File: src/inc/tws_pkg.sv
// two-wire serial port: register map, control layout, state codes and engine states
package tws_pkg;
  // register indices on the plain register port
  localparam logic [2:0] A_OWN = 3'h0; // own_slave_address
  localparam logic [2:0] A_DAT = 3'h1; // serial_shift_data
  localparam logic [2:0] A_CTL = 3'h2; // serial_control
  localparam logic [2:0] A_STS = 3'h3; // serial_state_code
  localparam logic [2:0] A_DIV = 3'h4; // bit_rate_divider
  // serial_control bit positions
  localparam int C_PEN = 6; // port_enable
  localparam int C_BEG = 5; // start_request
  localparam int C_FIN = 4; // stop_request
  localparam int C_SI = 3; // interrupt flag
  localparam int C_AKS = 2; // ack_assert
  localparam int C_IEN = 0; // port_irq_enable
  // own_slave_address bit 0 is general_call_enable
  localparam int OWN_GEN = 0;
  // reset values
  localparam logic [7:0] RST_OWN = 8'h00;
  localparam logic [7:0] RST_DAT = 8'h00;
  localparam logic [7:0] RST_DIV = 8'h00;
  localparam logic [4:0] RST_CODE = 5'h1F;
  // state codes, low three bits always zero
  localparam logic [7:0] SC_NONE = 8'hF8; // nothing pending
  localparam logic [7:0] SC_START = 8'h08;
  localparam logic [7:0] SC_RSTART = 8'h10;
  localparam logic [7:0] SC_AW_ACK = 8'h18;
  localparam logic [7:0] SC_AW_NACK = 8'h20;
  localparam logic [7:0] SC_TX_ACK = 8'h28;
  localparam logic [7:0] SC_TX_NACK = 8'h30;
  localparam logic [7:0] SC_ARB = 8'h38;
  localparam logic [7:0] SC_AR_ACK = 8'h40;
  localparam logic [7:0] SC_AR_NACK = 8'h48;
  localparam logic [7:0] SC_RX_ACK = 8'h50;
  localparam logic [7:0] SC_RX_NACK = 8'h58;
  localparam logic [7:0] SC_SW_ACK = 8'h60;
  localparam logic [7:0] SC_ARB_SW = 8'h68;
  localparam logic [7:0] SC_GC_ACK = 8'h70;
  localparam logic [7:0] SC_ARB_GC = 8'h78;
  localparam logic [7:0] SC_SRX_ACK = 8'h80;
  localparam logic [7:0] SC_SRX_NACK = 8'h88;
  localparam logic [7:0] SC_GRX_ACK = 8'h90;
  localparam logic [7:0] SC_GRX_NACK = 8'h98;
  localparam logic [7:0] SC_SSTOP = 8'hA0;
  localparam logic [7:0] SC_SR_ACK = 8'hA8;
  localparam logic [7:0] SC_ARB_SR = 8'hB0;
  localparam logic [7:0] SC_STX_ACK = 8'hB8;
  localparam logic [7:0] SC_STX_NACK = 8'hC0;
  // software-visible control bits
  typedef struct packed {
    logic pen;
    logic beg;
    logic fin;
    logic si;
    logic aks;
    logic ien;
  } tws_ctrl_type;
  // engine states, one-hot
  typedef enum logic [7:0] {
    S_IDLE = 8'h01,
    S_SADDR = 8'h02,
    S_SXFER = 8'h04,
    S_HOLD = 8'h08,
    S_MSTART = 8'h10,
    S_MLOW = 8'h20,
    S_MHIGH = 8'h40,
    S_MSTOP = 8'h80
  } tws_state_type;
endpackage : tws_pkg

File: src/hdl/tws_port.sv
// two-wire serial port engine with its register file
`timescale 1ns/1ps
`default_nettype none
// Operation
// RL1 - match upper seven own-address bits as slave
// RL2 - general call answered only when enabled
// RL3 - data writable only while flag set
// RL4 - shift bus data in while shifting out
// RL5 - data plus hidden ack bit chain
// RL6 - drive on falling, sample on rising edge
// RL7 - hardware clears stop request on stop
// RL8 - start request enters master, sends start
// RL9 - stop request: master stop, slave unaddressed
// RL10 - new code sets flag, interrupt request
// RL11 - ack_assert decides ack slot level
// RL12 - status low three bits read zero
// RL13 - all-ones code means nothing pending
// RL14 - code visible one cycle after flag
// RL15 - master bit rate clock over divider+1
// RL16 - slave follows master clock up to 400k
// RL17 - wait for free bus before mastering
// RL18 - lost arbitration falls back to slave
// RL19 - own or general call address acked
// RL20 - master transmit: address, write, data bytes
// RL21 - master receive: address, read, acked bytes
// RL22 - control bits pick next action after clear
module tws_port (
  input wire logic clk_sys,
  input wire logic rst,
  input wire logic [2:0] bus_addr,
  input wire logic [7:0] bus_wdata,
  input wire logic bus_wr,
  input wire logic bus_rd,
  output logic [7:0] bus_rdata,
  input wire logic global_irq_enable,
  output logic irq_req,
  input wire logic scl_i,
  output logic scl_o,
  output logic scl_oe,
  input wire logic sda_i,
  output logic sda_o,
  output logic sda_oe
);
  // half of one bit period, never below one cycle
  function automatic logic [7:0] tws_half(input logic [7:0] d);
    logic [7:0] h;
    h = {1'b0, d[7:1]} + {7'h00, d[0]};
    tws_half = (h == 8'h00) ? 8'h01 : h;
  endfunction : tws_half

  // pin synchronisers and filtered levels
  logic [2:0] scl_s_r, scl_s_nxt;
  logic [2:0] sda_s_r, sda_s_nxt;
  logic scl_f_r, scl_f_nxt; // filtered clock line
  logic sda_f_r, sda_f_nxt; // filtered data line

  // a change counts only once stages two and three agree
  always_comb begin
    scl_s_nxt = {scl_s_r[1:0], scl_i};
    sda_s_nxt = {sda_s_r[1:0], sda_i};
    scl_f_nxt = (scl_s_r[1] == scl_s_r[2]) ? scl_s_r[2] : scl_f_r; // see RL16
    sda_f_nxt = (sda_s_r[1] == sda_s_r[2]) ? sda_s_r[2] : sda_f_r;
  end

  // idle bus reads high
  always_ff @(posedge clk_sys or posedge rst) begin
    if (rst) begin
      scl_s_r <= 3'h7;
      sda_s_r <= 3'h7;
      scl_f_r <= 1'b1;
      sda_f_r <= 1'b1;
    end else begin
      scl_s_r <= scl_s_nxt;
      sda_s_r <= sda_s_nxt;
      scl_f_r <= scl_f_nxt;
      sda_f_r <= sda_f_nxt;
    end
  end

  // bus events seen on the filtered lines
  logic scl_rise, scl_fall, start_det, stop_det;
  assign scl_rise = ~scl_f_r & scl_f_nxt;
  assign scl_fall = scl_f_r & ~scl_f_nxt;
  assign start_det = scl_f_r & scl_f_nxt & sda_f_r & ~sda_f_nxt;
  assign stop_det = scl_f_r & scl_f_nxt & ~sda_f_r & sda_f_nxt;

  // register file and engine state
  tws_pkg::tws_state_type st_r, st_nxt;
  tws_pkg::tws_ctrl_type ctl_r, ctl_nxt;
  logic [7:0] own_r, own_nxt; // own address, bit 0 general call
  logic [7:0] dat_r, dat_nxt; // shift data
  logic [7:0] div_r, div_nxt; // bit rate divider
  logic [4:0] code_r, code_nxt; // current state code field
  logic [7:0] sts_r, sts_nxt; // delayed status view
  logic [7:0] rdata_r, rdata_nxt;
  logic [7:0] dcnt_r, dcnt_nxt; // bit timing counter
  logic [3:0] cnt_r, cnt_nxt; // bit index within byte, 9 is done
  logic [1:0] ph_r, ph_nxt; // step in start or stop sequence
  logic ack_r, ack_nxt; // ninth link of the shift chain
  logic master_r, master_nxt;
  logic tx_r, tx_nxt; // this byte goes out
  logic first_r, first_nxt; // address byte as master
  logic rep_r, rep_nxt; // repeated start
  logic addr_r, addr_nxt; // addressed as slave
  logic gen_r, gen_nxt; // addressed by general call
  logic lost_r, lost_nxt; // arbitration lost this transfer
  logic lostd_r, lostd_nxt; // lost during a data byte
  logic ack_en_r, ack_en_nxt; // ack_assert latched at byte start
  logic nend_r, nend_nxt; // slave byte ended with nack
  logic busy_r, busy_nxt; // bus between start and stop
  logic scl_oe_r, scl_oe_nxt;
  logic sda_oe_r, sda_oe_nxt;
  logic irq_r, irq_nxt;
  logic pin_lo_r; // open-drain pins only ever pull low
  // engine helpers
  logic post;
  logic [7:0] pcode;
  logic tdone, match, gmatch;

  // next-state logic for registers and the byte engine
  always_comb begin
    st_nxt = st_r;
    ctl_nxt = ctl_r;
    own_nxt = own_r;
    dat_nxt = dat_r;
    div_nxt = div_r;
    code_nxt = code_r;
    dcnt_nxt = dcnt_r + 8'h01;
    cnt_nxt = cnt_r;
    ph_nxt = ph_r;
    ack_nxt = ack_r;
    master_nxt = master_r;
    tx_nxt = tx_r;
    first_nxt = first_r;
    rep_nxt = rep_r;
    addr_nxt = addr_r;
    gen_nxt = gen_r;
    lost_nxt = lost_r;
    lostd_nxt = lostd_r;
    ack_en_nxt = ack_en_r;
    nend_nxt = nend_r;
    busy_nxt = busy_r;
    scl_oe_nxt = scl_oe_r;
    sda_oe_nxt = sda_oe_r;
    post = 1'b0;
    pcode = tws_pkg::SC_NONE;
    tdone = (dcnt_r >= tws_half(div_r) - 8'h01); // see RL15
    gmatch = (dat_r[7:1] == 7'h00) & own_r[tws_pkg::OWN_GEN]; // see RL2
    match = ((dat_r[7:1] == own_r[7:1]) | gmatch) & ~lostd_r; // see RL1
    // bus monitor
    if (start_det) begin
      busy_nxt = 1'b1;
    end else if (stop_det) begin
      busy_nxt = 1'b0;
    end
    // hardware clears stop request on a stop
    if (stop_det) begin
      ctl_nxt.fin = 1'b0; // see RL7
    end
    // software writes, address decode
    if (bus_wr) begin
      if (bus_addr == tws_pkg::A_OWN) begin
        own_nxt = bus_wdata;
      end else if (bus_addr == tws_pkg::A_DAT) begin
        if (ctl_r.si) begin
          dat_nxt = bus_wdata; // see RL3
        end
      end else if (bus_addr == tws_pkg::A_CTL) begin
        ctl_nxt.pen = bus_wdata[tws_pkg::C_PEN];
        ctl_nxt.beg = bus_wdata[tws_pkg::C_BEG];
        ctl_nxt.fin = bus_wdata[tws_pkg::C_FIN];
        ctl_nxt.aks = bus_wdata[tws_pkg::C_AKS];
        ctl_nxt.ien = bus_wdata[tws_pkg::C_IEN];
        // the flag can only be cleared by software
        if (!bus_wdata[tws_pkg::C_SI]) begin
          ctl_nxt.si = 1'b0;
        end
      end else if (bus_addr == tws_pkg::A_DIV) begin
        div_nxt = bus_wdata;
      end
    end
    // shift chain: sample on rising edges only
    if (st_r == tws_pkg::S_SADDR || st_r == tws_pkg::S_SXFER ||
        st_r == tws_pkg::S_MLOW || st_r == tws_pkg::S_MHIGH) begin
      if (scl_rise && cnt_r < 4'h8) begin
        dat_nxt = {dat_r[6:0], sda_f_r}; // see RL4, RL5, RL6
        cnt_nxt = cnt_r + 4'h1;
        // released a one but the line reads zero
        if (master_r && (tx_r || first_r) && !sda_oe_r && !sda_f_r) begin
          master_nxt = 1'b0; // see RL18
          lost_nxt = 1'b1;
          lostd_nxt = ~first_r;
          scl_oe_nxt = 1'b0;
          st_nxt = tws_pkg::S_SADDR;
        end
      end else if (scl_rise && cnt_r == 4'h8) begin
        ack_nxt = sda_f_r; // see RL5
        cnt_nxt = 4'h9;
      end else if (scl_fall && cnt_r != 4'h0 && cnt_r < 4'h8) begin
        sda_oe_nxt = (tx_r || first_r) & ~dat_r[7]; // see RL6
      end else if (scl_fall && cnt_r == 4'h8) begin
        // ack slot: receiver drives, transmitter lets go
        if (st_r == tws_pkg::S_SADDR) begin
          addr_nxt = match & ctl_r.aks; // see RL19
          gen_nxt = gmatch;
          sda_oe_nxt = match & ctl_r.aks; // see RL11
        end else begin
          sda_oe_nxt = ~(tx_r || first_r) & ack_en_r; // see RL11, RL21
        end
      end
    end
    case (st_r)
      tws_pkg::S_IDLE: begin
        scl_oe_nxt = 1'b0;
        sda_oe_nxt = 1'b0;
        master_nxt = 1'b0;
        if (start_det) begin
          st_nxt = tws_pkg::S_SADDR;
          cnt_nxt = 4'h0;
          lost_nxt = 1'b0;
          lostd_nxt = 1'b0;
        end else if (ctl_r.beg && !busy_r && !ctl_r.si) begin
          // nobody on the bus, safe to take it
          master_nxt = 1'b1; // see RL8, RL17
          rep_nxt = 1'b0;
          ph_nxt = 2'h0;
          dcnt_nxt = 8'h00;
          st_nxt = tws_pkg::S_MSTART;
        end
      end
      tws_pkg::S_SADDR: begin
        if (stop_det) begin
          st_nxt = tws_pkg::S_IDLE;
        end else if (start_det) begin
          cnt_nxt = 4'h0;
        end else if (scl_fall && cnt_r == 4'h9) begin
          sda_oe_nxt = 1'b0;
          if (addr_r) begin
            post = 1'b1; // see RL19
            tx_nxt = dat_r[0];
            nend_nxt = 1'b0;
            scl_oe_nxt = 1'b1;
            st_nxt = tws_pkg::S_HOLD;
            if (gen_r) begin
              pcode = lost_r ? tws_pkg::SC_ARB_GC : tws_pkg::SC_GC_ACK;
            end else if (dat_r[0]) begin
              pcode = lost_r ? tws_pkg::SC_ARB_SR : tws_pkg::SC_SR_ACK;
            end else begin
              pcode = lost_r ? tws_pkg::SC_ARB_SW : tws_pkg::SC_SW_ACK;
            end
          end else begin
            post = lost_r; // see RL18
            pcode = tws_pkg::SC_ARB;
            st_nxt = tws_pkg::S_IDLE;
          end
        end
      end
      tws_pkg::S_SXFER: begin
        if (start_det || stop_det) begin
          // master ended the transfer under us
          post = 1'b1;
          pcode = tws_pkg::SC_SSTOP;
          addr_nxt = 1'b0;
          sda_oe_nxt = 1'b0;
          cnt_nxt = 4'h0;
          lost_nxt = 1'b0;
          lostd_nxt = 1'b0;
          st_nxt = start_det ? tws_pkg::S_SADDR : tws_pkg::S_IDLE;
        end else if (scl_fall && cnt_r == 4'h9) begin
          post = 1'b1;
          sda_oe_nxt = 1'b0;
          scl_oe_nxt = 1'b1; // stretch until software answers
          st_nxt = tws_pkg::S_HOLD;
          if (tx_r) begin
            pcode = ack_r ? tws_pkg::SC_STX_NACK : tws_pkg::SC_STX_ACK;
            nend_nxt = ack_r;
          end else if (gen_r) begin
            pcode = ack_en_r ? tws_pkg::SC_GRX_ACK : tws_pkg::SC_GRX_NACK;
            nend_nxt = ~ack_en_r;
          end else begin
            pcode = ack_en_r ? tws_pkg::SC_SRX_ACK : tws_pkg::SC_SRX_NACK;
            nend_nxt = ~ack_en_r;
          end
        end
      end
      tws_pkg::S_HOLD: begin
        // clock held low while the flag is up
        if (!ctl_r.si) begin
          cnt_nxt = 4'h0;
          dcnt_nxt = 8'h00;
          ph_nxt = 2'h0;
          ack_en_nxt = ctl_r.aks; // see RL22
          if (master_r) begin
            if (ctl_r.fin) begin
              st_nxt = tws_pkg::S_MSTOP; // see RL9
            end else if (ctl_r.beg) begin
              rep_nxt = 1'b1; // see RL8
              st_nxt = tws_pkg::S_MSTART;
            end else begin
              sda_oe_nxt = (tx_r || first_r) & ~dat_r[7]; // see RL20, RL21
              st_nxt = tws_pkg::S_MLOW;
            end
          end else if (ctl_r.fin || nend_r) begin
            addr_nxt = 1'b0; // see RL9
            scl_oe_nxt = 1'b0;
            sda_oe_nxt = 1'b0;
            st_nxt = tws_pkg::S_IDLE;
          end else begin
            sda_oe_nxt = tx_r & ~dat_r[7];
            scl_oe_nxt = 1'b0;
            st_nxt = tws_pkg::S_SXFER;
          end
        end
      end
      tws_pkg::S_MSTART: begin
        if (start_det && !rep_r && ph_r != 2'h2 && ph_r != 2'h3) begin
          // another master won the race for the free bus
          master_nxt = 1'b0; // see RL17
          cnt_nxt = 4'h0;
          st_nxt = tws_pkg::S_SADDR;
        end else begin
          case (ph_r)
            2'h0: begin
              sda_oe_nxt = 1'b0;
              if (tdone) begin
                ph_nxt = 2'h1;
                dcnt_nxt = 8'h00;
              end
            end
            2'h1: begin
              scl_oe_nxt = 1'b0;
              if (!scl_f_r) begin
                dcnt_nxt = 8'h00;
              end else if (tdone) begin
                ph_nxt = 2'h2;
                dcnt_nxt = 8'h00;
              end
            end
            2'h2: begin
              sda_oe_nxt = 1'b1; // data falls while clock high
              if (tdone) begin
                ph_nxt = 2'h3;
              end
            end
            default: begin
              scl_oe_nxt = 1'b1;
              if (!scl_f_r) begin
                post = 1'b1;
                pcode = rep_r ? tws_pkg::SC_RSTART : tws_pkg::SC_START;
                first_nxt = 1'b1;
                tx_nxt = 1'b1;
                st_nxt = tws_pkg::S_HOLD;
              end
            end
          endcase
        end
      end
      tws_pkg::S_MLOW: begin
        scl_oe_nxt = 1'b1;
        if (scl_fall && cnt_r == 4'h9) begin
          post = 1'b1;
          sda_oe_nxt = 1'b0;
          st_nxt = tws_pkg::S_HOLD;
          if (first_r) begin
            first_nxt = 1'b0;
            tx_nxt = ~dat_r[0];
            if (dat_r[0]) begin
              pcode = ack_r ? tws_pkg::SC_AR_NACK : tws_pkg::SC_AR_ACK; // see RL21
            end else begin
              pcode = ack_r ? tws_pkg::SC_AW_NACK : tws_pkg::SC_AW_ACK; // see RL20
            end
          end else if (tx_r) begin
            pcode = ack_r ? tws_pkg::SC_TX_NACK : tws_pkg::SC_TX_ACK; // see RL20
          end else begin
            pcode = ack_en_r ? tws_pkg::SC_RX_ACK : tws_pkg::SC_RX_NACK; // see RL21
          end
        end else if (tdone && !scl_f_r) begin
          // low half over and the fall already seen
          scl_oe_nxt = 1'b0; // see RL15
          dcnt_nxt = 8'h00;
          st_nxt = tws_pkg::S_MHIGH;
        end
      end
      tws_pkg::S_MHIGH: begin
        // a slave holding the clock low stretches this half
        if (!scl_f_r) begin
          dcnt_nxt = 8'h00;
        end else if (tdone) begin
          scl_oe_nxt = 1'b1; // see RL15
          dcnt_nxt = 8'h00;
          st_nxt = tws_pkg::S_MLOW;
        end
      end
      default: begin
        // stop: data low, clock up, then data up
        case (ph_r)
          2'h0: begin
            sda_oe_nxt = 1'b1;
            if (tdone) begin
              ph_nxt = 2'h1;
              dcnt_nxt = 8'h00;
            end
          end
          2'h1: begin
            scl_oe_nxt = 1'b0;
            if (!scl_f_r) begin
              dcnt_nxt = 8'h00;
            end else if (tdone) begin
              ph_nxt = 2'h2;
            end
          end
          default: begin
            sda_oe_nxt = 1'b0; // see RL9
            if (stop_det) begin
              master_nxt = 1'b0;
              st_nxt = tws_pkg::S_IDLE;
            end
          end
        endcase
      end
    endcase
    // a new code sets the flag; set beats a same-cycle clear
    if (post) begin
      code_nxt = pcode[7:3]; // see RL12
      ctl_nxt.si = 1'b1; // see RL10, RL22
    end
    // status view trails the flag by one cycle
    sts_nxt = ctl_r.si ? {code_r, 3'h0} : tws_pkg::SC_NONE; // see RL13, RL14
    irq_nxt = ctl_r.si & ctl_r.ien & global_irq_enable; // see RL10
    // port disabled: idle, pins released, stop request dropped
    if (!ctl_r.pen) begin
      st_nxt = tws_pkg::S_IDLE;
      master_nxt = 1'b0;
      addr_nxt = 1'b0;
      scl_oe_nxt = 1'b0;
      sda_oe_nxt = 1'b0;
    end
    if (!ctl_nxt.pen) begin
      ctl_nxt.fin = 1'b0; // see RL7
    end
    // register read, data one cycle later
    rdata_nxt = 8'h00;
    if (bus_rd) begin
      if (bus_addr == tws_pkg::A_OWN) begin
        rdata_nxt = own_r;
      end else if (bus_addr == tws_pkg::A_DAT) begin
        rdata_nxt = dat_r;
      end else if (bus_addr == tws_pkg::A_CTL) begin
        rdata_nxt = {1'b0, ctl_r.pen, ctl_r.beg, ctl_r.fin, ctl_r.si, ctl_r.aks,
                     1'b0, ctl_r.ien};
      end else if (bus_addr == tws_pkg::A_STS) begin
        rdata_nxt = sts_r;
      end else if (bus_addr == tws_pkg::A_DIV) begin
        rdata_nxt = div_r;
      end
    end
  end

  // register everything
  always_ff @(posedge clk_sys or posedge rst) begin
    if (rst) begin
      st_r <= tws_pkg::S_IDLE;
      ctl_r <= '0;
      own_r <= tws_pkg::RST_OWN;
      dat_r <= tws_pkg::RST_DAT;
      div_r <= tws_pkg::RST_DIV;
      code_r <= tws_pkg::RST_CODE;
      sts_r <= tws_pkg::SC_NONE;
      rdata_r <= 8'h00;
      dcnt_r <= 8'h00;
      cnt_r <= 4'h0;
      ph_r <= 2'h0;
      ack_r <= 1'b1;
      master_r <= 1'b0;
      tx_r <= 1'b0;
      first_r <= 1'b0;
      rep_r <= 1'b0;
      addr_r <= 1'b0;
      gen_r <= 1'b0;
      lost_r <= 1'b0;
      lostd_r <= 1'b0;
      ack_en_r <= 1'b0;
      nend_r <= 1'b0;
      busy_r <= 1'b0;
      scl_oe_r <= 1'b0;
      sda_oe_r <= 1'b0;
      irq_r <= 1'b0;
      pin_lo_r <= 1'b0;
    end else begin
      st_r <= st_nxt;
      ctl_r <= ctl_nxt;
      own_r <= own_nxt;
      dat_r <= dat_nxt;
      div_r <= div_nxt;
      code_r <= code_nxt;
      sts_r <= sts_nxt;
      rdata_r <= rdata_nxt;
      dcnt_r <= dcnt_nxt;
      cnt_r <= cnt_nxt;
      ph_r <= ph_nxt;
      ack_r <= ack_nxt;
      master_r <= master_nxt;
      tx_r <= tx_nxt;
      first_r <= first_nxt;
      rep_r <= rep_nxt;
      addr_r <= addr_nxt;
      gen_r <= gen_nxt;
      lost_r <= lost_nxt;
      lostd_r <= lostd_nxt;
      ack_en_r <= ack_en_nxt;
      nend_r <= nend_nxt;
      busy_r <= busy_nxt;
      scl_oe_r <= scl_oe_nxt;
      sda_oe_r <= sda_oe_nxt;
      irq_r <= irq_nxt;
      pin_lo_r <= 1'b0;
    end
  end

  // slave timing: 3-cycle filter at 10 MHz fits 400 kHz high and low times
  assign bus_rdata = rdata_r;
  assign irq_req = irq_r;
  assign scl_oe = scl_oe_r;
  assign sda_oe = sda_oe_r;
  assign scl_o = pin_lo_r;
  assign sda_o = pin_lo_r;
endmodule : tws_port
`default_nettype wire

File: config.mk
export PLATFORM = sky130hd
export DESIGN_NAME = tws_port
export DESIGN_NICKNAME = d
export VERILOG_FILES = /design/src/inc/tws_pkg.sv /design/src/hdl/tws_port.sv
export SDC_FILE = /design/constraint.sdc
export NUM_CORES = 1
export LEC_CHECK = 0
export ABC_AREA = 1
export ABC_CLOCK_PERIOD_IN_PS = 4100
export BUFFER_PORTS_ARGS = -buffer_cell sky130_fd_sc_hd__buf_4
export CELL_PAD_IN_SITES_DETAIL_PLACEMENT = 1
export CELL_PAD_IN_SITES_GLOBAL_PLACEMENT = 1
export CORE_MARGIN = 2
export CORE_UTILIZATION = 46
export DETAILED_ROUTE_END_ITERATION = 10
export PLACE_DENSITY_LB_ADDON = 0.08
export SETUP_SLACK_MARGIN = 0.2
export SYNTH_ARGS = -nofsm -noshare
export SYNTH_HDL_FRONTEND = slang
export SYNTH_SLANG_ARGS = --single-unit
File: constraint.sdc
create_clock -name clk_sys -period 4.1 [get_ports clk_sys]
set_input_delay 0.615 -clock clk_sys [delete_from_list [all_inputs] [get_ports clk_sys]]
set_output_delay 0.615 -clock clk_sys [all_outputs]
set_load 0.01 [all_outputs]
[Word level (Yosys, flattened, before mapping)]
Cells that the tools add are included.
Storage, ports and cells
  word-level logic and storage cells: 401
  memory bits (writable): 0
  register bits: 96
  bits in latches: 0
  memories: 0
  ROM bits: 0
  output and inout bits: 13
Operators by class
  multiply operators: 0
  eq/ne operators: 42
  bitwise operators: 34
  $lt $le $gt $ge: 2
  add/subtract/negate cells: 4
  divide/modulo/power cells: 0
  shift-type cells: 0
  reductions and logical operators: 58
  multiplexer cells: 226
Operators by type and width (count)
  $mux W8: 57
  $mux W1: 105
  $mux W4: 15
  $pmux W8 S7: 1
  $pmux W8 S6: 1
  $mux W7: 6
  $mux W6: 6
  $ne A2 B2 Y1 const B: 18
  $pmux W8 S2: 2
  $pmux W8 S4: 1
  $mux W5: 4
  $pmux W4 S5: 1
  $mux W2: 9
  $not A1 Y1: 18
  $pmux W1 S2: 9
  $and A1 B1 Y1: 15
  $logic_and A1 B1 Y1: 15
  $reduce_and A5 Y1: 3
  $pmux W1 S7: 2
  $reduce_and A7 Y1: 2
  $reduce_bool A2 Y1: 6
  $reduce_and A10 Y1: 1
  $add A7 B1 Y8: 1
  $add A8 B1 Y8 const B: 1
  47 further kinds: 67

[Logic depth before layout (Yosys ltp)]
Gate-level depths: netlist of run 1.
  word-level depth: 17
  mapped depth: 25
  mapped depth without buffers: 25

[Worst setup path after synthesis of run 1]
Ideal clock, no wire load.
  path kind: register to register
  from: reg div_r[0]
  to: reg dcnt_r[7]
  setup time: 0.135 ns
  stages on the path, launching flop included: 24
  data arrival time: 3.550 ns
  slack: 0.416 ns
  buffers on the path: 1
  path through: dfrtp_1 -> ha_1 -> ha_1 -> nand2_1 -> nor3_1 -> xor2_1 -> nor4_1 -> a31oi_1 -> ha_1 -> nand2_1 -> nor2_1 -> xor2_1 -> inv_1 -> ha_1 -> nand2_1 -> nor2_1 -> nand4_1 -> nand3_1 -> clkbuf_1 -> nor2_1 -> nand2_1 -> o21ai_0 -> o21ai_0 -> nand4_1
Between the ends
  longest elaborated chain between the ends: 10
  elaborated cells on any way between the ends: 14
RTL lines
  from (decl): RTL line tws_port.sv:92  | logic [7:0] div_r, div_nxt;
  from (signal assigned): RTL line tws_port.sv:466  | div_r <= tws_pkg::RST_DIV;
  from (signal assigned): RTL line tws_port.sv:494  | div_r <= div_nxt;
  $add A7 B1 Y8 *: RTL line tws_port.sv:47  | h = {1'b0, d[7:1]} + {7'h00, d[0]};
  $logic_not A8 Y1: RTL line tws_port.sv:48  | tws_half = (h == 8'h00) ? 8'h01 : h;
  $mux W8 *: RTL line tws_port.sv:48
  $sub A8 B1 Y8 *: RTL line tws_port.sv:147  | tdone = (dcnt_r >= tws_half(div_r) - 8'h01);
  $ge A8 B8 Y1 *: RTL line tws_port.sv:147
  $mux W8
  $mux W8: RTL line tws_port.sv:386  | if (!scl_f_r) begin
  $pmux W8 S2: RTL line tws_port.sv:322  | case (ph_r)
  $mux W8: RTL line tws_port.sv:316  | if (start_det && !rep_r && ph_r != 2'h2 && ph_r != 2'h3) begin
  $pmux W8 S6 *: RTL line tws_port.sv:212  | case (st_r)
  named net dcnt_nxt[7]: RTL line tws_port.sv:96  | logic [7:0] dcnt_r, dcnt_nxt;
  to (signal assigned): RTL line tws_port.sv:498  | dcnt_r <= dcnt_nxt;
  to (decl): RTL line tws_port.sv:96
The timed path passes the listed nets; every way through them passes the cells marked *.
A chain may end at the register's enable or synchronous reset.

[Worst setup path after layout of run 1]
  from: reg div_r[1]
  to: reg dcnt_r[5]
Same word-level chain as after synthesis.

==> impl_metrics.ini, run 1 <==
[outcome]
status = finished clean

[yosys]
synthTopCellsByArea = dfrtp_1, nand2_1, dfstp_2
seq_area_frac_synth_pct = 37.0
yosys.area.top_type = dfrtp_1
yosysMostFrequentCell = nand2_1
synth_ff_type = dfrtp_1
netlist_area_um2 = 6360
yosys_register_bits = 93
yosysWarnings = 0
synth.cells.most_frequent = nand2_1, inv_1, nor2_1, o21ai_0, dfrtp_1
synth_top_area_share_pct = 28.7
async_flop_share_pct = 100
synth_edf_count = 0
netlist_instances = 885
synth_area_per_cell_um2 = 7.19
synth_cell_types = 51

[floorplan]
coreArea_um2 = 13400
die_w_um = 122
start_util_pct = 47.5
dieArea_um2 = 14800
placementRows = 42
fp.dieH_um = 122
io_pins = 31

[setup_path]
end_kind = flip-flop
crit_chain = ha_2 -> ha_4 -> nand2_4 -> nor2_4 -> xor2_2 -> nor2_2 -> a31oi_2 -> ha_2 -> nand2_1 -> nor2_1 -> xor2_1 -> inv_1 -> ha_1 -> nand2_1 -> nor2_2 -> nand4_1 -> nand3_4 -> buf_4 -> nor2_1 -> nand2_1 -> o21ai_0 -> a21oi_1 -> a22oi_1
critPathMaxStageDelay_ps = 390
crit_arrival_ps = 4130
cp_slowest_cell = dfrtp_1
crit_top_cell = nand2_1
cp_num_buf_inv = 2
cp-start-kind = flip-flop
critPathMaxFanout = 5
crit_required_ps = 4370
crit_family = simple AND/OR/NAND/NOR gates
critPathKind = reg2reg

[detailed_routing]
avgViaCountPerCell = 5.83
routedWlPerCell_um = 20.3
wl_met3_um = 1120
ant_nets = 0
routed.top_layer = met4
routed_wl_um = 22400
drc = 0
wl_met1_um = 10000
drtIter0Drc = 500
vias = 6419
wl_met2_um = 10900
first_pass_iters = 5

[place]
dpl.hpwl_um = 16900
globalplace.congestion = 0.976
numPortBuffers = 28
dp.cells = 1077

[cts]
cts.sinks = 93
cts.clk_slew.worst_paths_ps = 70
cts_root_buffer = clkbuf_16
cts_tree = done
cts_max_path_buffers = 2
cts_made_buffers = 9
cts_hold_buf = 0
ctsHtreeMaxLevel = 3
clk_latency_ps = 370

[global_routing]
grt_max_degree = 34
grt_pass1_vias = 6745
antenna_found_initial = 0
grt_pass1_wl_um = 35500
grt_overflow = 0
grt_util_all_layers_pct = 31.3

[timing]
rsz0062_at_grt = true
fin_crit_sh_pct = 93.9
fmax_ghz = 0.260
setup_violations = 0
finalHoldViolations = 0
period_minus_slack_ps = 3850
maxSlewViolCount = 0
slew_headroom_pct = 42.7
worst_slew_pin_slew_ps = 856
finClkSkew_ps = 8.83

[pwr]
power_density_nw_per_um2 = 702
ir_drop_mv = 0.299
p_leak_nw = 3.56
total_power_w = 0.00512

[run]
maxCapViolCount = 0

[finish]
fin_cells = 1101
fillers = 1727
final_nets = 962
area_growth_pct = 14.6
drive_above_1_share_pct = 17.0
n_antenna_cell = 0
fin_util_pct = 54.4

[min_path]
hp-class = in2async
==> metrics by stage <==
stage	setup slack (ps)	hold WS [ps]	TNS [ps]	instance area (um^2)
floorplan	416	345	0	6370
finish	249	266	0	7300
detailed placement	-84.0	348	-157	6770
global route	-37.2	301	-37.2	7300
CTS	215	281	0	7120
global placement	188	350	0	6770
==> state kept, by name, summed over array words and instances, names as in the netlist, 2 cells and up <==
register / cells
dcnt_r: 8
ph_r: 2
scl_s_r: 3
div_r: 8
st_r: 8
dat_r: 8
cnt_r: 4
sts_r: 5
sda_s_r: 3
code_r: 5
ctl_r: 6
bus_rdata: 8
own_r: 8
==> cell families after synthesis <==
kind of cell | synth area share, %
AND/OR/NAND/NOR | 27.3
AO/OA/AOI/OAI | 19.7
buffers and inverters | 9.58
flip-flops | 37.0
adder cells (fa/ha/maj) | 4.52
XOR/XNOR | 1.79
other | 0.0589
==> path summary, 6_finish.rpt <==
check	cells after the start	from	slack, ps	endpoint
hold / removal	2	rst	270	addr_r
hold reg to reg	0	scl_s_r[0]	360	scl_s_r[1]
min in group clk_sys	1	sda_i	350	sda_s_r[0]
setup / recovery	23	div_r[1]	250	dcnt_r[5]
max in group asynchronous	3	rst	3010	code_r[3]
setup reg to reg	23	div_r[1]	250	dcnt_r[5]
==> final cells by class <==
type | instances | area (um^2) | area share (%)
Inverter | 135 | 509 | 6.98
Sequential cell | 93 | 2350 | 32.2
Multi-Input combinational cell | 636 | 3570 | 49.0
Clock buffer | 10 | 229 | 3.14
Tap cell | 176 | 220 | 3.02
Timing Repair Buffer | 46 | 353 | 4.84
Clock inverter | 5 | 60.1 | 0.823
==> placed cells by master (no fill, tap or decap), types with 12 or more instances in the layout <==
| cell type | count |
|---|---|
| nand3_1 | 38 |
| nand2_1 | 183 |
| a21oi_1 | 58 |
| dfstp_2 | 20 |
| ha_1 | 20 |
| o21ai_0 | 81 |
| nor2_1 | 85 |
| nand4_1 | 20 |
| dfrtp_1 | 73 |
| nor3_1 | 12 |
| buf_4 | 44 |
| inv_1 | 121 |
| inv_2 | 13 |
==> report_power, final <==
group          leakage [nW]  switching (W)  internal (W)  total (W)
Clock                 0.139       0.000397      0.000474   0.000871
Sequential             1.15       0.000254       0.00116    0.00141
Combinational          2.27        0.00187      0.000972    0.00284
Total                  3.56        0.00252       0.00260    0.00512
==> routing by layer <==
metal | track usage [%] | vias up
li1 | - | 3011
met1 | 42.1 | 3191
met2 | 52.6 | 184
met3 | 4.96 | 33
met4 | 8.41 | 0
met5 | 0 | -
==> what timing repair did <==
item	CTS	global route
endpoints found under the hold margin	0	0
pin swaps	5	14
setup buffers	5	4
cloned	0	0
endpoints found under the setup margin	15	15
gates resized for setup	6	36
Note: power is estimated with default switching activity, not from simulation.
==> run 2: changes to the inputs <==
--- a/config.mk
+++ b/config.mk
@@ -5,13 +5,12 @@
 export SDC_FILE = /design/constraint.sdc
 export NUM_CORES = 1
 export LEC_CHECK = 0
-export ABC_AREA = 1
 export ABC_CLOCK_PERIOD_IN_PS = 4100
 export BUFFER_PORTS_ARGS = -buffer_cell sky130_fd_sc_hd__buf_4
 export CELL_PAD_IN_SITES_DETAIL_PLACEMENT = 1
 export CELL_PAD_IN_SITES_GLOBAL_PLACEMENT = 1
 export CORE_MARGIN = 2
-export CORE_UTILIZATION = 46
+export CORE_UTILIZATION = 48
 export DETAILED_ROUTE_END_ITERATION = 10
 export PLACE_DENSITY_LB_ADDON = 0.08
 export SETUP_SLACK_MARGIN = 0.2
==> run 2 against run 1 <==
  * The run now ends with setup timing left
  * Sequential power shrank 14%
  * Worst hold slack improved by 92 ps
  * Highest routed layer unchanged
  * Worst setup slack got worse by 450 ps
  * Clock power up 9.4%
  * Largest cell class unchanged
  * Clock-buffer cell count decreased by 1
  * Total power is 29% lower
  * Critical path type unchanged
==> impl_metrics.ini, run 2 <==
[timing]
worst_slack_ps = -204
fin_crit_sh_pct = 105
worst_slew_pin_slew_ps = 1020
setup_violations = 15
slew_headroom_pct = 31.8
period_minus_slack_ps = 4300
maxSlewViolCount = 0
finClkSkew_ps = 11.4
rsz0062_at_grt = true
fmax_ghz = 0.232
finalHoldViolations = 0

[detailed_routing]
avgViaCountPerCell = 6.39
drc = 0
routed_wl_um = 20500
routedWlPerCell_um = 23.6
drtIter0Drc = 451
ant_nets = 0
vias = 5532
first_pass_iters = 6

[cts]
cts.sinks = 93
cts_root_buffer = clkbuf_16
ctsHtreeMaxLevel = 3
cts_tree = done
cts.clk_slew.worst_paths_ps = 70
cts_made_buffers = 9
clk_latency_ps = 360
cts_max_path_buffers = 2

[finish]
area_growth_pct = 18.6
stdcell_area_um2 = 7090
multi_input_area_um2 = 3590
final_cell_mix = dfrtp_1, buf_4, nand2_1
n_antenna_cell = 0
fin_cells = 866
fillers = 1366
ff_latch_area_um2 = 2350
final_nets = 734
fin_util_pct = 58.7
final_common_cell = dfrtp_1
drive_above_1_share_pct = 26.2

[floorplan]
dieArea_um2 = 13400
start_util_pct = 49.5
coreArea_um2 = 12100
placementRows = 40
die_w_um = 116
io_pins = 31
fp.dieH_um = 116

[min_path]
hold_path_depth = 0
hp-class = reg2reg
min_to = sda_s_r[1]
worstHoldStart = sda_s_r[0]

[yosys]
yosys_register_bits = 93
netlist_instances = 652
yosysWarnings = 0
seq_area_frac_synth_pct = 39.4
synth_ff_type = dfrtp_1
synth_cell_types = 74
synth.cells.most_frequent = dfrtp_1, nor2_1, nand2_1, o21ai_0, a21oi_1
synthTopCellsByArea = dfrtp_1, dfstp_2, ha_1
netlist_area_um2 = 5970
synth_area_per_cell_um2 = 9.16
yosysMostFrequentCell = dfrtp_1
synth_top_area_share_pct = 30.6
yosys.area.top_type = dfrtp_1
async_flop_share_pct = 100
synth_edf_count = 0

[place]
post-place-ws_ps = -279
globalplace.congestion = 0.949
dpl.hpwl_um = 14600
dpl_cell_area_um2 = 6550
numPortBuffers = 28
dp.cells = 838

[setup_path]
end_kind = flip-flop
r2r-start = div_r[0]
reg2reg_slack_ps = -200
crit_top_cell = ha_4
timing.rr.end = st_r[5]
cp_slowest_cell = dfrtp_1
cp-start-kind = flip-flop
crit_family = simple AND/OR/NAND/NOR gates
crit_chain = ha_4 -> ha_4 -> or3_4 -> o32ai_4 -> nand2_1 -> or3_4 -> nor2b_4 -> ha_4 -> inv_4 -> nor2_2 -> o32ai_2 -> xnor2_1 -> ha_1 -> nand4_1 -> nor2_2 -> a211oi_2 -> buf_6 -> buf_4 -> nor2_4 -> nor3_1 -> nor4b_1 -> nor3_1
critPathMaxStageDelay_ps = 420
crit_arrival_ps = 4530
critPathKind = reg2reg
reg2reg_depth = 22
cp_num_buf_inv = 3
crit_required_ps = 4330
critPathMaxFanout = 5

[global_routing]
gr-usage-met3_pct = 7.95
met1_usage_pct = 38.6
grt_overflow = 0
antenna_found_initial = 0
grt_pass1_wl_um = 31800
grt_pass1_vias = 5785
busiest_layer = met2
grt_util_all_layers_pct = 31.5
grt_max_degree = 78
grtUsageMet2_pct = 53.8

[outcome]
status = finished with violations
violations = setup timing

[run]
maxCapViolCount = 0

[pwr]
p_leak_nw = 2.92
ir_drop_mv = 0.312
power_density_nw_per_um2 = 510
total_power_w = 0.00361
run 2: report_power, final:
group / internal [W] / switching, W / total (W)
registers: 0.00104 / 0.000176 / 0.00121
logic: 0.000644 / 0.000801 / 0.00145
clock network: 0.000546 / 0.000407 / 0.000953
run 2: worst max path at each step:
stage                     slack (ps)  startpoint  cells past startpoint  endpoint
after floorplan                  -30    div_r[1]                     21   ph_r[1]
after global placement           -40    div_r[1]                     21   ph_r[0]
after detailed placement        -280    div_r[1]                     21   ph_r[1]
after CTS                       -120    div_r[0]                     21   ph_r[0]
after global routing            -400    div_r[4]                     21   st_r[5]
final                           -200    div_r[0]                     22   st_r[5]
run 2: cell families (layout without fill, tap and decap cells):
| group | Yosys count | after routing | synth area share (%) |
|---|---|---|---|
| AND/OR/NAND/NOR | 250 | 250 | 22.4 |
| AO/OA/AOI/OAI | 164 | 164 | 17.9 |
| flip-flops | 93 | 93 | 39.4 |
| buffers and inverters | 58 | 103 | 4.10 |
| multiplexers | 37 | 37 | 7.50 |
| XOR/XNOR | 26 | 26 | 3.81 |
| adder cells (fa/ha/maj) | 23 | 23 | 4.82 |
| other | 1 | 2 | 0.0628 |
run 2: stage by stage:
step | hold WS [ps] | TNS, ps
2_1_floorplan | 345 | -31.6
3_3_place_gp | 346 | -183
3_5_place_dp | 350 | -2850
4_1_cts | 358 | -875
5_1_grt | 356 | -4070
6_report | 358 | -1250
run 2: metal layers:
layer  share of wire [%]  vias to the layer above  wire length [um]
met1                  41                     2778              8380
met3                 6.6                       71              1360
met4                 3.5                        0               726
li1                    -                     2453                 -
met2                  49                      230             10000
met5                   0                        -                 0
run 2: area by class of cell:
cell class | count | area share [%]
Multi-Input combinational cell | 502 | 50.6
Sequential cell | 93 | 33.2
Timing Repair Buffer | 68 | 7.49
Clock buffer | 9 | 3.18
Tap cell | 168 | 2.97
Clock inverter | 7 | 1.48
Inverter | 19 | 1.08
run 2: repair_timing:
action	in CTS	in global routing
setup buffers	6	5
pin swaps	15	8
gates cloned	1	0
endpoints found under the setup margin	16	16
resized for setup	13	15
hold buffers	0	0
